===== config.mk =====
export PLATFORM = sky130hd
export DESIGN_NAME = terminal_serial_io_sequencer
export DESIGN_NICKNAME = d
export VERILOG_FILES = /design/src/pkg/serial_io_pkg.sv /design/src/hw/serial_bit_counter.sv /design/src/hw/terminal_serial_io_sequencer.sv
export SDC_FILE = /design/constraint.sdc
export NUM_CORES = 1
export LEC_CHECK = 0
export BUFFER_PORTS_ARGS = -buffer_cell sky130_fd_sc_hd__buf_2
export CAP_MARGIN = 20
export CORE_UTILIZATION = 58
export DETAILED_ROUTE_END_ITERATION = 7
export PLACE_DENSITY_LB_ADDON = 0.3
export SLEW_MARGIN = 15
export SYNTH_ARGS = -nofsm -noshare
export SYNTH_HDL_FRONTEND = slang
export SYNTH_SLANG_ARGS = --single-unit
export TNS_END_PERCENT = 10

===== constraint.sdc =====
create_clock -name clk -period 4.4 [get_ports clk]
set_input_delay 0.66 -clock clk [delete_from_list [all_inputs] [get_ports clk]]
set_output_delay 0.66 -clock clk [all_outputs]
set_load 0.01 [all_outputs]

===== src/pkg/serial_io_pkg.sv =====
// package for the terminal serial input/output sequencer
// assumes a single 40 MHz clock; all constants shared by hw/ files
package serial_io_pkg;
  // character codes
  localparam logic [7:0] CODE_NUL  = 8'h00;
  localparam logic [7:0] CODE_EOT  = 8'h04;
  localparam logic [7:0] CODE_BEL  = 8'h07;
  localparam logic [7:0] CODE_LF   = 8'h0A;
  localparam logic [7:0] CODE_CR   = 8'h0D;
  localparam logic [7:0] CODE_DEL  = 8'h7F;
  localparam logic [7:0] CODE_CTRL = 8'h1B;  // control prefix word
  // function command codes, following the control prefix
  localparam logic [7:0] CMD_HOME  = 8'h12;
  localparam logic [7:0] CMD_FG    = 8'h1F;
  localparam logic [7:0] CMD_BG    = 8'h19;
  localparam logic [7:0] CMD_CADDR = 8'h11;
  // display geometry
  localparam logic [4:0] LAST_ROW  = 5'h1A;   // row 26
  localparam logic [6:0] LAST_COL  = 7'h49;   // column 73
  // bit and eot counter marks
  localparam logic [3:0] PRINT_END = 4'hC;    // 12
  localparam logic [3:0] RX_NINE   = 4'h9;
  localparam logic [3:0] RX_TEN    = 4'hA;
  localparam logic [1:0] EOT_DONE  = 2'h2;
  // lower case letter range and case bit
  localparam logic [7:0] LC_FIRST  = 8'h61;
  localparam logic [7:0] LC_LAST   = 8'h7A;
  localparam int         CASE_BIT  = 5;        // bit 6 counted from one
  // twelve-bit print frame: stop bits high, data, start low
  localparam logic [11:0] FRAME_IDLE = 12'h0FFF;

  // local side cursor interface
  typedef struct packed {
    logic stepPulse;     // cursor_step_pulse
    logic colSelect;     // column_increment_select
    logic rowSelect;     // row_increment_select
    logic colClear;      // cursor_column_clear
    logic rowClear;      // cursor_row_clear
    logic colStrobe;     // column_load_strobe
    logic rowStrobe;     // row_load_strobe
  } cursor_cmd_t;
endpackage


===== src/hw/serial_bit_counter.sv =====
// serial bit counter used by print and receive shifting
// assumes synchronous active-high reset on the same clock
`timescale 1ns/1ps
module serial_bit_counter (
  input  wire logic       clk,
  input  wire logic       reset,
  input  wire logic       clear,    // return count to zero
  input  wire logic       enable,   // count one bit time
  output logic      [3:0] count     // bits counted so far
);
  // clear wins over enable
  always_ff @(posedge clk) begin
    if (reset || clear) begin
      count <= 4'h0;
    end else if (enable) begin
      count <= count + 4'h1;
    end
  end
endmodule


===== src/hw/terminal_serial_io_sequencer.sv =====
// print and receive sequencer of the terminal serial port
// assumes bitTick is one-cycle bit timing from same clock domain
`timescale 1ns/1ps
module terminal_serial_io_sequencer (
  input  wire logic                       clk,
  input  wire logic                       reset,
  input  wire logic                       serialIn,      // async line in
  input  wire logic                       bitTick,       // bit time strobe
  input  wire logic                       printReadoutStart,
  input  wire logic                       receivePushbutton,
  input  wire logic                       tapeContinuous, // record cont.
  input  wire logic                       parityOdd,     // parity sense
  input  wire logic [7:0]                 memChar,       // display memory
  input  wire logic                       entrySlot,     // entry time slot
  input  wire logic                       pctrFirst,     // program ctr st1
  input  wire logic                       pctrBusy,
  input  wire logic                       rollCompleteMatch,
  input  wire logic [6:0]                 cursorColumn,
  input  wire logic [4:0]                 cursorRow,
  output logic                            serialOut,
  output logic                            receiveMode,
  output logic                            printMode,
  output logic                            shiftActive,
  output logic                            keyboardLocked,
  output logic                            keyboardLockRequest,
  output logic                            keyboardUnlockRequest,
  output logic                            nonprintableRelease,
  output logic                            wordReadyAck,
  output logic                            memReadRequest,
  output logic                            rollUpRequest,
  output logic                            lineDeleteRoll,
  output logic                            parityOk,
  output logic                            attributeBit,
  output logic                            entryRequest,
  output logic [7:0]                      entryChar,
  output serial_io_pkg::cursor_cmd_t      cursorCmd
);

  ////////////////////////////////////////////////////////////////////
  // state and declarations
  typedef enum {IDLE, NEXTCHAR, SHIFTING} print_state_t;
  print_state_t printState;               // print sequencer
  logic [1:0]  rxSync;                    // serial input synchroniser
  logic        rxLine;                    // synchronised line level
  logic [3:0]  bitCount;                  // shared bit counter
  logic        countClear;                // zero the counter
  logic        countEnable;               // count on bit time
  logic [11:0] txShift;                   // print output frame
  logic [8:0]  rxShift;                   // data and parity bits
  logic        wordReady;                 // received word waiting
  logic        funcEnable;                // next word is a command
  logic [1:0]  addrSeq;                   // cursor address sequence
  logic [1:0]  eotCount;                  // print eot counter
  logic        returnSent;                // cr sent at column zero
  logic        feedSent;                  // lf sent at column zero
  logic        loadWord;                  // word chosen this cycle
  logic [7:0]  nextWord;                  // word to be sent
  logic [7:0]  rxChar;                    // received data byte
  logic        printEnd;                  // print mode ends now
  logic        rxStart;                   // start bit seen
  logic        rxDone;                    // tenth bit time
  logic        printable;                 // received graphic code
  logic        dropCode;                  // received code dropped

  ////////////////////////////////////////////////////////////////////
  // input synchroniser, two flops before any reader
  always_ff @(posedge clk) begin
    if (reset) begin
      rxSync <= 2'h3;
    end else begin
      rxSync <= {rxSync[0], serialIn};
    end
  end
  assign rxLine = rxSync[1];

  serial_bit_counter bitCounter (
    .clk    (clk),
    .reset  (reset),
    .clear  (countClear),
    .enable (countEnable),
    .count  (bitCount)
  );

  ////////////////////////////////////////////////////////////////////
  // combinational decisions
  assign rxChar    = rxShift[7:0];
  assign printEnd  = printMode && eotCount == serial_io_pkg::EOT_DONE
                     && printState == NEXTCHAR;
  assign rxStart   = receiveMode && !shiftActive && !wordReady
                     && !rxLine && bitTick;
  assign rxDone    = receiveMode && shiftActive && bitTick
                     && bitCount == serial_io_pkg::RX_TEN;
  assign printable = rxChar >= 8'h20 && rxChar != serial_io_pkg::CODE_DEL;
  assign dropCode  = rxChar == serial_io_pkg::CODE_DEL
                     || rxChar == serial_io_pkg::CODE_BEL
                     || rxChar == serial_io_pkg::CODE_EOT
                     || rxChar == serial_io_pkg::CODE_LF
                     || rxChar == serial_io_pkg::CODE_NUL || pctrBusy;
  // a pushbutton cut in mid print word must not leave the counter running
  assign countClear  = rxDone || (printMode && shiftActive && bitTick
                       && bitCount == serial_io_pkg::PRINT_END)
                       || (printMode && receivePushbutton);
  assign countEnable = shiftActive && bitTick;

  // word choice for print mode
  always_comb begin
    loadWord       = 1'b0;
    nextWord       = memChar;
    memReadRequest = 1'b0;
    if (printMode && printState == NEXTCHAR && !printEnd) begin
      if (cursorColumn == 7'h00 && !feedSent && !tapeContinuous) begin
        loadWord = 1'b1;
        nextWord = returnSent ? serial_io_pkg::CODE_LF
                              : serial_io_pkg::CODE_CR;
      end else begin
        memReadRequest = 1'b1;
        loadWord       = 1'b1;
        if (memChar == serial_io_pkg::CODE_EOT) begin
          nextWord = eotCount == 2'h0 ? serial_io_pkg::CODE_CR
                                      : serial_io_pkg::CODE_LF;
        end
      end
    end
  end

  ////////////////////////////////////////////////////////////////////
  // mode flags
  always_ff @(posedge clk) begin
    if (reset) begin
      receiveMode <= 1'b1;
      printMode   <= 1'b0;
    end else if (printEnd || receivePushbutton) begin
      receiveMode <= 1'b1;
      printMode   <= 1'b0;
    end else if (printReadoutStart) begin
      receiveMode <= 1'b0;
      printMode   <= 1'b1;
    end
  end

  // print sequencer and shift register
  always_ff @(posedge clk) begin
    if (reset || !printMode) begin
      printState <= IDLE;
      txShift    <= serial_io_pkg::FRAME_IDLE;
    end else begin
      unique case (printState)
        IDLE:     printState <= NEXTCHAR;
        NEXTCHAR: if (loadWord) begin
          txShift    <= {3'h7, nextWord, 1'b0};
          printState <= SHIFTING;
        end
        SHIFTING: if (countClear) begin
          printState <= NEXTCHAR;
        end else if (bitTick) begin
          txShift <= {1'b1, txShift[11:1]};
        end
      endcase
    end
  end
  assign serialOut = txShift[0];

  // eot counter and column zero memory
  always_ff @(posedge clk) begin
    if (reset || printEnd || !printMode) begin
      eotCount   <= 2'h0;
      returnSent <= 1'b0;
      feedSent   <= 1'b0;
    end else if (loadWord) begin
      if (!memReadRequest) begin
        returnSent <= 1'b1;
        feedSent   <= returnSent;
      end else begin
        returnSent <= 1'b0;
        feedSent   <= 1'b0;
        if (memChar == serial_io_pkg::CODE_EOT && eotCount != 2'h2) begin
          eotCount <= eotCount + 2'h1;
        end else if (memChar == serial_io_pkg::CODE_CR
                     && tapeContinuous) begin
          eotCount <= serial_io_pkg::EOT_DONE;
        end else if (memChar != serial_io_pkg::CODE_EOT) begin
          eotCount <= 2'h0;
        end
      end
    end
  end

  // shift active flag for both directions
  always_ff @(posedge clk) begin
    if (reset) begin
      shiftActive <= 1'b0;
    end else if (countClear || !(printMode || receiveMode)) begin
      shiftActive <= 1'b0;
    end else if (rxStart || (printState == NEXTCHAR && loadWord)) begin
      shiftActive <= 1'b1;
    end
  end

  ////////////////////////////////////////////////////////////////////
  // receive shift register, stops at count nine
  always_ff @(posedge clk) begin
    if (reset) begin
      rxShift <= 9'h000;
    end else if (receiveMode && shiftActive && bitTick
                 && bitCount < serial_io_pkg::RX_NINE) begin
      rxShift <= {rxLine, rxShift[8:1]};
    end
  end

  // word ready, parity, function decode; ready set wins over ack
  always_ff @(posedge clk) begin
    if (reset) begin
      wordReady    <= 1'b0;
      parityOk     <= 1'b1;
      funcEnable   <= 1'b0;
      addrSeq      <= 2'h0;
      attributeBit <= 1'b0;
    end else begin
      if (rxDone) begin
        wordReady <= 1'b1;
        parityOk  <= (^rxShift) == parityOdd;
      end else if (wordReadyAck) begin
        wordReady <= 1'b0;
      end
      if (wordReady && !funcEnable && addrSeq == 2'h0
          && rxChar == serial_io_pkg::CODE_CTRL) begin
        funcEnable <= 1'b1;
      end else if (wordReady && funcEnable) begin
        funcEnable <= 1'b0;
        if (rxChar == serial_io_pkg::CMD_FG) attributeBit <= 1'b1;
        if (rxChar == serial_io_pkg::CMD_BG) attributeBit <= 1'b0;
        if (rxChar == serial_io_pkg::CMD_CADDR) addrSeq <= 2'h1;
      end else if (wordReady && addrSeq != 2'h0) begin
        addrSeq <= addrSeq == 2'h1 ? 2'h2 : 2'h0;
      end
    end
  end

  // received word handling and strobes, one cycle each
  always_comb begin
    cursorCmd           = '0;
    wordReadyAck        = 1'b0;
    nonprintableRelease = 1'b0;
    if (loadWord && memReadRequest) begin
      cursorCmd.stepPulse = !(memChar == serial_io_pkg::CODE_EOT
                              && eotCount == 2'h2);
      cursorCmd.rowSelect = memChar == serial_io_pkg::CODE_CR
        || (memChar == serial_io_pkg::CODE_EOT && eotCount == 2'h1);
      cursorCmd.colSelect = !cursorCmd.rowSelect;
      cursorCmd.colClear  = cursorCmd.rowSelect;
    end else if (wordReady && addrSeq != 2'h0 && !funcEnable) begin
      wordReadyAck        = 1'b1;
      cursorCmd.colStrobe = addrSeq == 2'h1;
      cursorCmd.rowStrobe = addrSeq == 2'h2;
    end else if (wordReady && (funcEnable
                 || rxChar == serial_io_pkg::CODE_CTRL)) begin
      wordReadyAck        = 1'b1;
      nonprintableRelease = 1'b1;
      if (funcEnable && (rxChar == serial_io_pkg::CMD_HOME
                         || rxChar == serial_io_pkg::CMD_CADDR)) begin
        cursorCmd.colClear = 1'b1;
        cursorCmd.rowClear = 1'b1;
      end
    end else if (wordReady && dropCode) begin
      wordReadyAck        = 1'b1;
      nonprintableRelease = 1'b1;
    end else if (wordReady && printable && entrySlot) begin
      wordReadyAck        = 1'b1;
    end
  end

  ////////////////////////////////////////////////////////////////////
  // program counter entry and keyboard lock
  always_ff @(posedge clk) begin
    if (reset) begin
      entryRequest <= 1'b0;
      entryChar    <= 8'h00;
    end else if (wordReady && printable && entrySlot && !funcEnable
                 && addrSeq == 2'h0 && !dropCode) begin
      entryRequest <= 1'b1;
      entryChar    <= (rxChar >= serial_io_pkg::LC_FIRST
                       && rxChar <= serial_io_pkg::LC_LAST)
                      ? (rxChar & ~(8'h01 << serial_io_pkg::CASE_BIT))
                      : rxChar;
    end else if (pctrFirst) begin
      entryRequest <= 1'b0;
    end
  end

  assign keyboardLockRequest   = printReadoutStart || rxStart;
  assign keyboardUnlockRequest = printEnd
                                 || (entryRequest && pctrFirst);
  always_ff @(posedge clk) begin
    if (reset) begin
      keyboardLocked <= 1'b0;
    end else if (keyboardLockRequest) begin
      keyboardLocked <= 1'b1;
    end else if (keyboardUnlockRequest || nonprintableRelease) begin
      keyboardLocked <= 1'b0;
    end
  end

  // roll-up: print end on last row, or a last-column graphic code or a cr taken as cursor address word on last row
  assign rollUpRequest = printEnd
                         && cursorRow == serial_io_pkg::LAST_ROW;
  always_ff @(posedge clk) begin
    if (reset) begin
      lineDeleteRoll <= 1'b0;
    end else if (rollUpRequest || (wordReady && wordReadyAck && !funcEnable
        && cursorRow == serial_io_pkg::LAST_ROW
        && (rxChar == serial_io_pkg::CODE_CR || (printable && !dropCode
        && cursorColumn == serial_io_pkg::LAST_COL)))) begin
      lineDeleteRoll <= 1'b1;
    end else if (rollCompleteMatch) begin
      lineDeleteRoll <= 1'b0;
    end
  end

  ////////////////////////////////////////////////////////////////////
  // checks
  chk_print_lock: assert property (@(posedge clk) disable iff (reset)
    printReadoutStart && !receivePushbutton |=> printMode && keyboardLocked)
    else $error("print start did not lock");
  chk_eot_end: assert property (@(posedge clk) disable iff (reset)
    printEnd |=> receiveMode && !printMode && eotCount == 2'h0)
    else $error("eot end failed");
  chk_roll_req: assert property (@(posedge clk) disable iff (reset)
    rollUpRequest |-> printEnd && cursorRow == 5'h1A)
    else $error("roll request wrong");
  chk_word_ready: assert property (@(posedge clk) disable iff (reset)
    rxDone |=> wordReady && !shiftActive && bitCount == 4'h0)
    else $error("word ready missing");
  chk_start_lock: assert property (@(posedge clk) disable iff (reset)
    rxStart |=> shiftActive && keyboardLocked)
    else $error("start bit not taken");
  chk_entry_drop: assert property (@(posedge clk) disable iff (reset)
    entryRequest && pctrFirst |=> !entryRequest)
    else $error("entry request held");
  chk_upper_case: assert property (@(posedge clk) disable iff (reset)
    entryRequest |-> !(entryChar >= 8'h61 && entryChar <= 8'h7A))
    else $error("lower case passed");
  chk_print_stop: assert property (@(posedge clk) disable iff (reset)
    printMode && shiftActive && bitTick && bitCount == 4'hC
    |=> !shiftActive && bitCount == 4'h0)
    else $error("print word not ended");
  cov_print_end: cover property (@(posedge clk) printEnd);
  cov_rx_word: cover property (@(posedge clk) rxDone);
  cov_addr_seq: cover property (@(posedge clk) cursorCmd.rowStrobe);
  cov_roll: cover property (@(posedge clk) lineDeleteRoll);
endmodule


==> flow_summary.ini <==
[status]
status = finished, violations left
failed_checks = DRC

[setup_path]
path_class = in2out
worstPathMaxFanout = 11
cp-startpoint = cursorColumn[1]
rr_worst_depth = 7
end_kind = primary output
r2r_start = eotCount[0]
critPathArrivalTime_ns = 2.49
start_kind = input pin
cp.required_ns = 3.74
cp-endpoint = nonprintableRelease
r2r-end = txShift[6]
r2r_slack_ns = 1.88

[final_layout]
syn_to_final_growth_pct = 16.33
final_common_cell = buf_2
drive_gt1_share_pct = 20.87
fin_cells = 445
fin_nets = 445
antennaDiodeCount = 0
final_cell_mix = buf_2, nor2_1, dfxtp_1, a21oi_1

[synth]
yosysUniqueCellTypes = 55
synthesis.area_um2 = 2766
synthDominantCellAreaShare_pct = 36.18
ys_ff_latch = 50
synth.area.top_cells = dfxtp_1, ha_1, nor2_1, a21oi_1, mux2i_1
synthCells = 333
syn_avg_cell_area_um2 = 8.308
ys_warn_count = 0
synth_fp_nets = 386
post-synth-top-area-cell = dfxtp_1
async_flop_share_pct = 0
ys.flop_type = dfxtp_1
synth_edf_count = 0
ys_seq_area_share_pct = 36.18

[grt]
grt_max_degree = 36
grt_overflow = 0
grt_pass1_wl_um = 10930
antenna_found_initial = 0
globalRouteTotalUtil_pct = 27.31
grt_pass1_vias = 2408

[sta]
clock-skew-final_ns = 0.01172
fmax_ghz = 0.3178
finalMaxSlewViolations = 0
rsz0062_at_grt = false
post-route-period-util_pct = 71.52
worst_pin_slew_ns = 0.7241
hold_violations = 0
setup_violations = 0
finalCriticalPeriod_ns = 3.147
setup-tns-final_ns = 0
max_slew_margin_pct = 51.57
hold_ws_ns = 0.4132

[detailed_routing]
drt_iter0_markers = 280
postRouteAntennaNets = 0
post-route-drc-count = 3
first_pass_iters = 6
dr_total_vias = 2652
wire_per_inst_um = 14.71
totalWireLength_um = 6545
vias_per_cell = 5.960

[floorplanning]
die_h_um = 71.06
initial_core_util_pct = 61.83
pin_count = 62
core_region_area_um2 = 4474
die_area_um2 = 5050
rows = 24
die_x_um = 71.06

[clocking]
cts_resized = 0
cts_tree = done
clock-root-buffer = clkbuf_8
insertion_delay_ns = 0.31
htreeDepth = 2
ctsHoldBuffers = 0
cts_buffers = 5
postCtsSetupRepairBufs = 0
clock-sinks = 50
clk_pin_slew_worst_paths_ns = 0.08
clock_path_buffers = 2

[power_and_ir_drop]
p_per_area_nw_per_um2 = 259.7
pwr-share-seq_pct = 55.0
clockPowerShare_pct = 38.9
power.leakage_uw = 0.001354
p_int_uw = 646.0
power_switching_uw = 189.8
vdd_ir_drop_max_mv = 0.2079
switching_share_pct = 22.71
power_frac_comb_pct = 6.1

[run]
drv_cap = 0

[hold_path]
min_path_type = reg2reg

[placement]
placed_cells = 436
gp_congestion = 0.8904
post-dp-hpwl_um = 4760
port_buffers = 61
==> worst max-delay path, stage by stage <==
cell	delay, ns
buf_2	0.10
or4_4	0.57
o31ai_1	0.26
buf_4	0.22
nand2_1	0.11
a311oi_1	0.37
buf_2	0.21
==> routing by layer <==
| metal | wire [µm] | GRT usage (%) | up-vias |
|---|---|---|---|
| met4 | 100 | 10.00 | 0 |
| met5 | 0 | 0 | - |
| met1 | 3004 | 38.11 | 1227 |
| met2 | 2894 | 43.16 | 124 |
| li1 | - | - | 1290 |
| met3 | 546 | 3.846 | 11 |
==> worst min path at each step <==
stage | startpoint | cells after the start | to
after global placement | rxSync[0] | 1 | rxSync[1]
after global routing | rxSync[0] | 1 | rxSync[1]
final | rxSync[0] | 1 | rxSync[1]
after detailed placement | rxSync[0] | 1 | rxSync[1]
after CTS | rxSync[0] | 1 | rxSync[1]
after floorplan | rxSync[0] | 1 | rxSync[1]
==> per-stage QoR <==
step	setup slack, ns	utilization [%]	instance area (µm²)	power, µW
after floorplan	1.473	-	2766	494.0
after global placement	1.304	69.32	3102	518.7
after detailed placement	1.264	69.32	3102	519.9
after CTS	1.260	71.76	3211	839.2
after global routing	1.147	71.92	3218	859.4
final	1.253	71.92	3218	835.8
==> layout make-up <==
cell class | count | area (µm²)
clock buffer | 5 | 68.82
clock inverter | 3 | 40.04
fill | 374 | 1256
inverter | 21 | 78.83
multi-input combinational | 250 | 1637
sequential | 50 | 1001
tap | 52 | 65.06
timing repair buffer | 64 | 327.8
==> power groups by stage <==
stage                     logic [µW]  clock network (µW)  registers (µW)
after floorplan                 23.6                   0             470
after global placement          48.8                   0             470
after detailed placement        49.7                   0             470
after CTS                       50.2                 329             460
after global routing            55.9                 343             460
final                           50.8                 325             460
==> flip-flops by register name, indices dropped and copies added, names as in the netlist, 2 cells and up <==
| register | flops |
|---|---|
| addrSeq | 2 |
| bitCounter.count | 4 |
| entryChar | 8 |
| eotCount | 2 |
| printState | 2 |
| rxShift | 9 |
| rxSync | 2 |
| txShift | 9 |
==> logic make-up (layout without fill, tap and decap cells) <==
family,count (synthesis),in the layout,synth area share (%)
and+or+nand+nor,136,136,25.24
muxes,8,8,2.895
AOI/OAI and AO/OA,77,77,18.77
buffers and inverters,33,93,4.885
xor gates and xnor gates,8,8,2.533
adders and majority gates,21,21,9.498
DFF,50,50,36.18
==> synthesized netlist by cell type, drive strengths merged (3+ instances only) <==
| cell | number |
|---|---|
| nor2 | 50 |
| o211ai | 5 |
| or4 | 3 |
| or3 | 3 |
| nand4 | 3 |
| dfxtp | 50 |
| nor3 | 4 |
| nor2b | 5 |
| mux2i | 8 |
| a211oi | 4 |
| xor2 | 3 |
| o21ai | 9 |
| o22ai | 3 |
| or2 | 4 |
| and3 | 3 |
| nand3 | 13 |
| buf | 6 |
| nand2 | 20 |
| a31oi | 6 |
| nand2b | 11 |
| and2 | 4 |
| inv | 21 |
| xnor2 | 5 |
| nand4b | 3 |
| a21oi | 27 |
| clkbuf | 6 |
| a211o | 4 |
| ha | 21 |
Note: power is estimated with default switching activity, not from simulation.
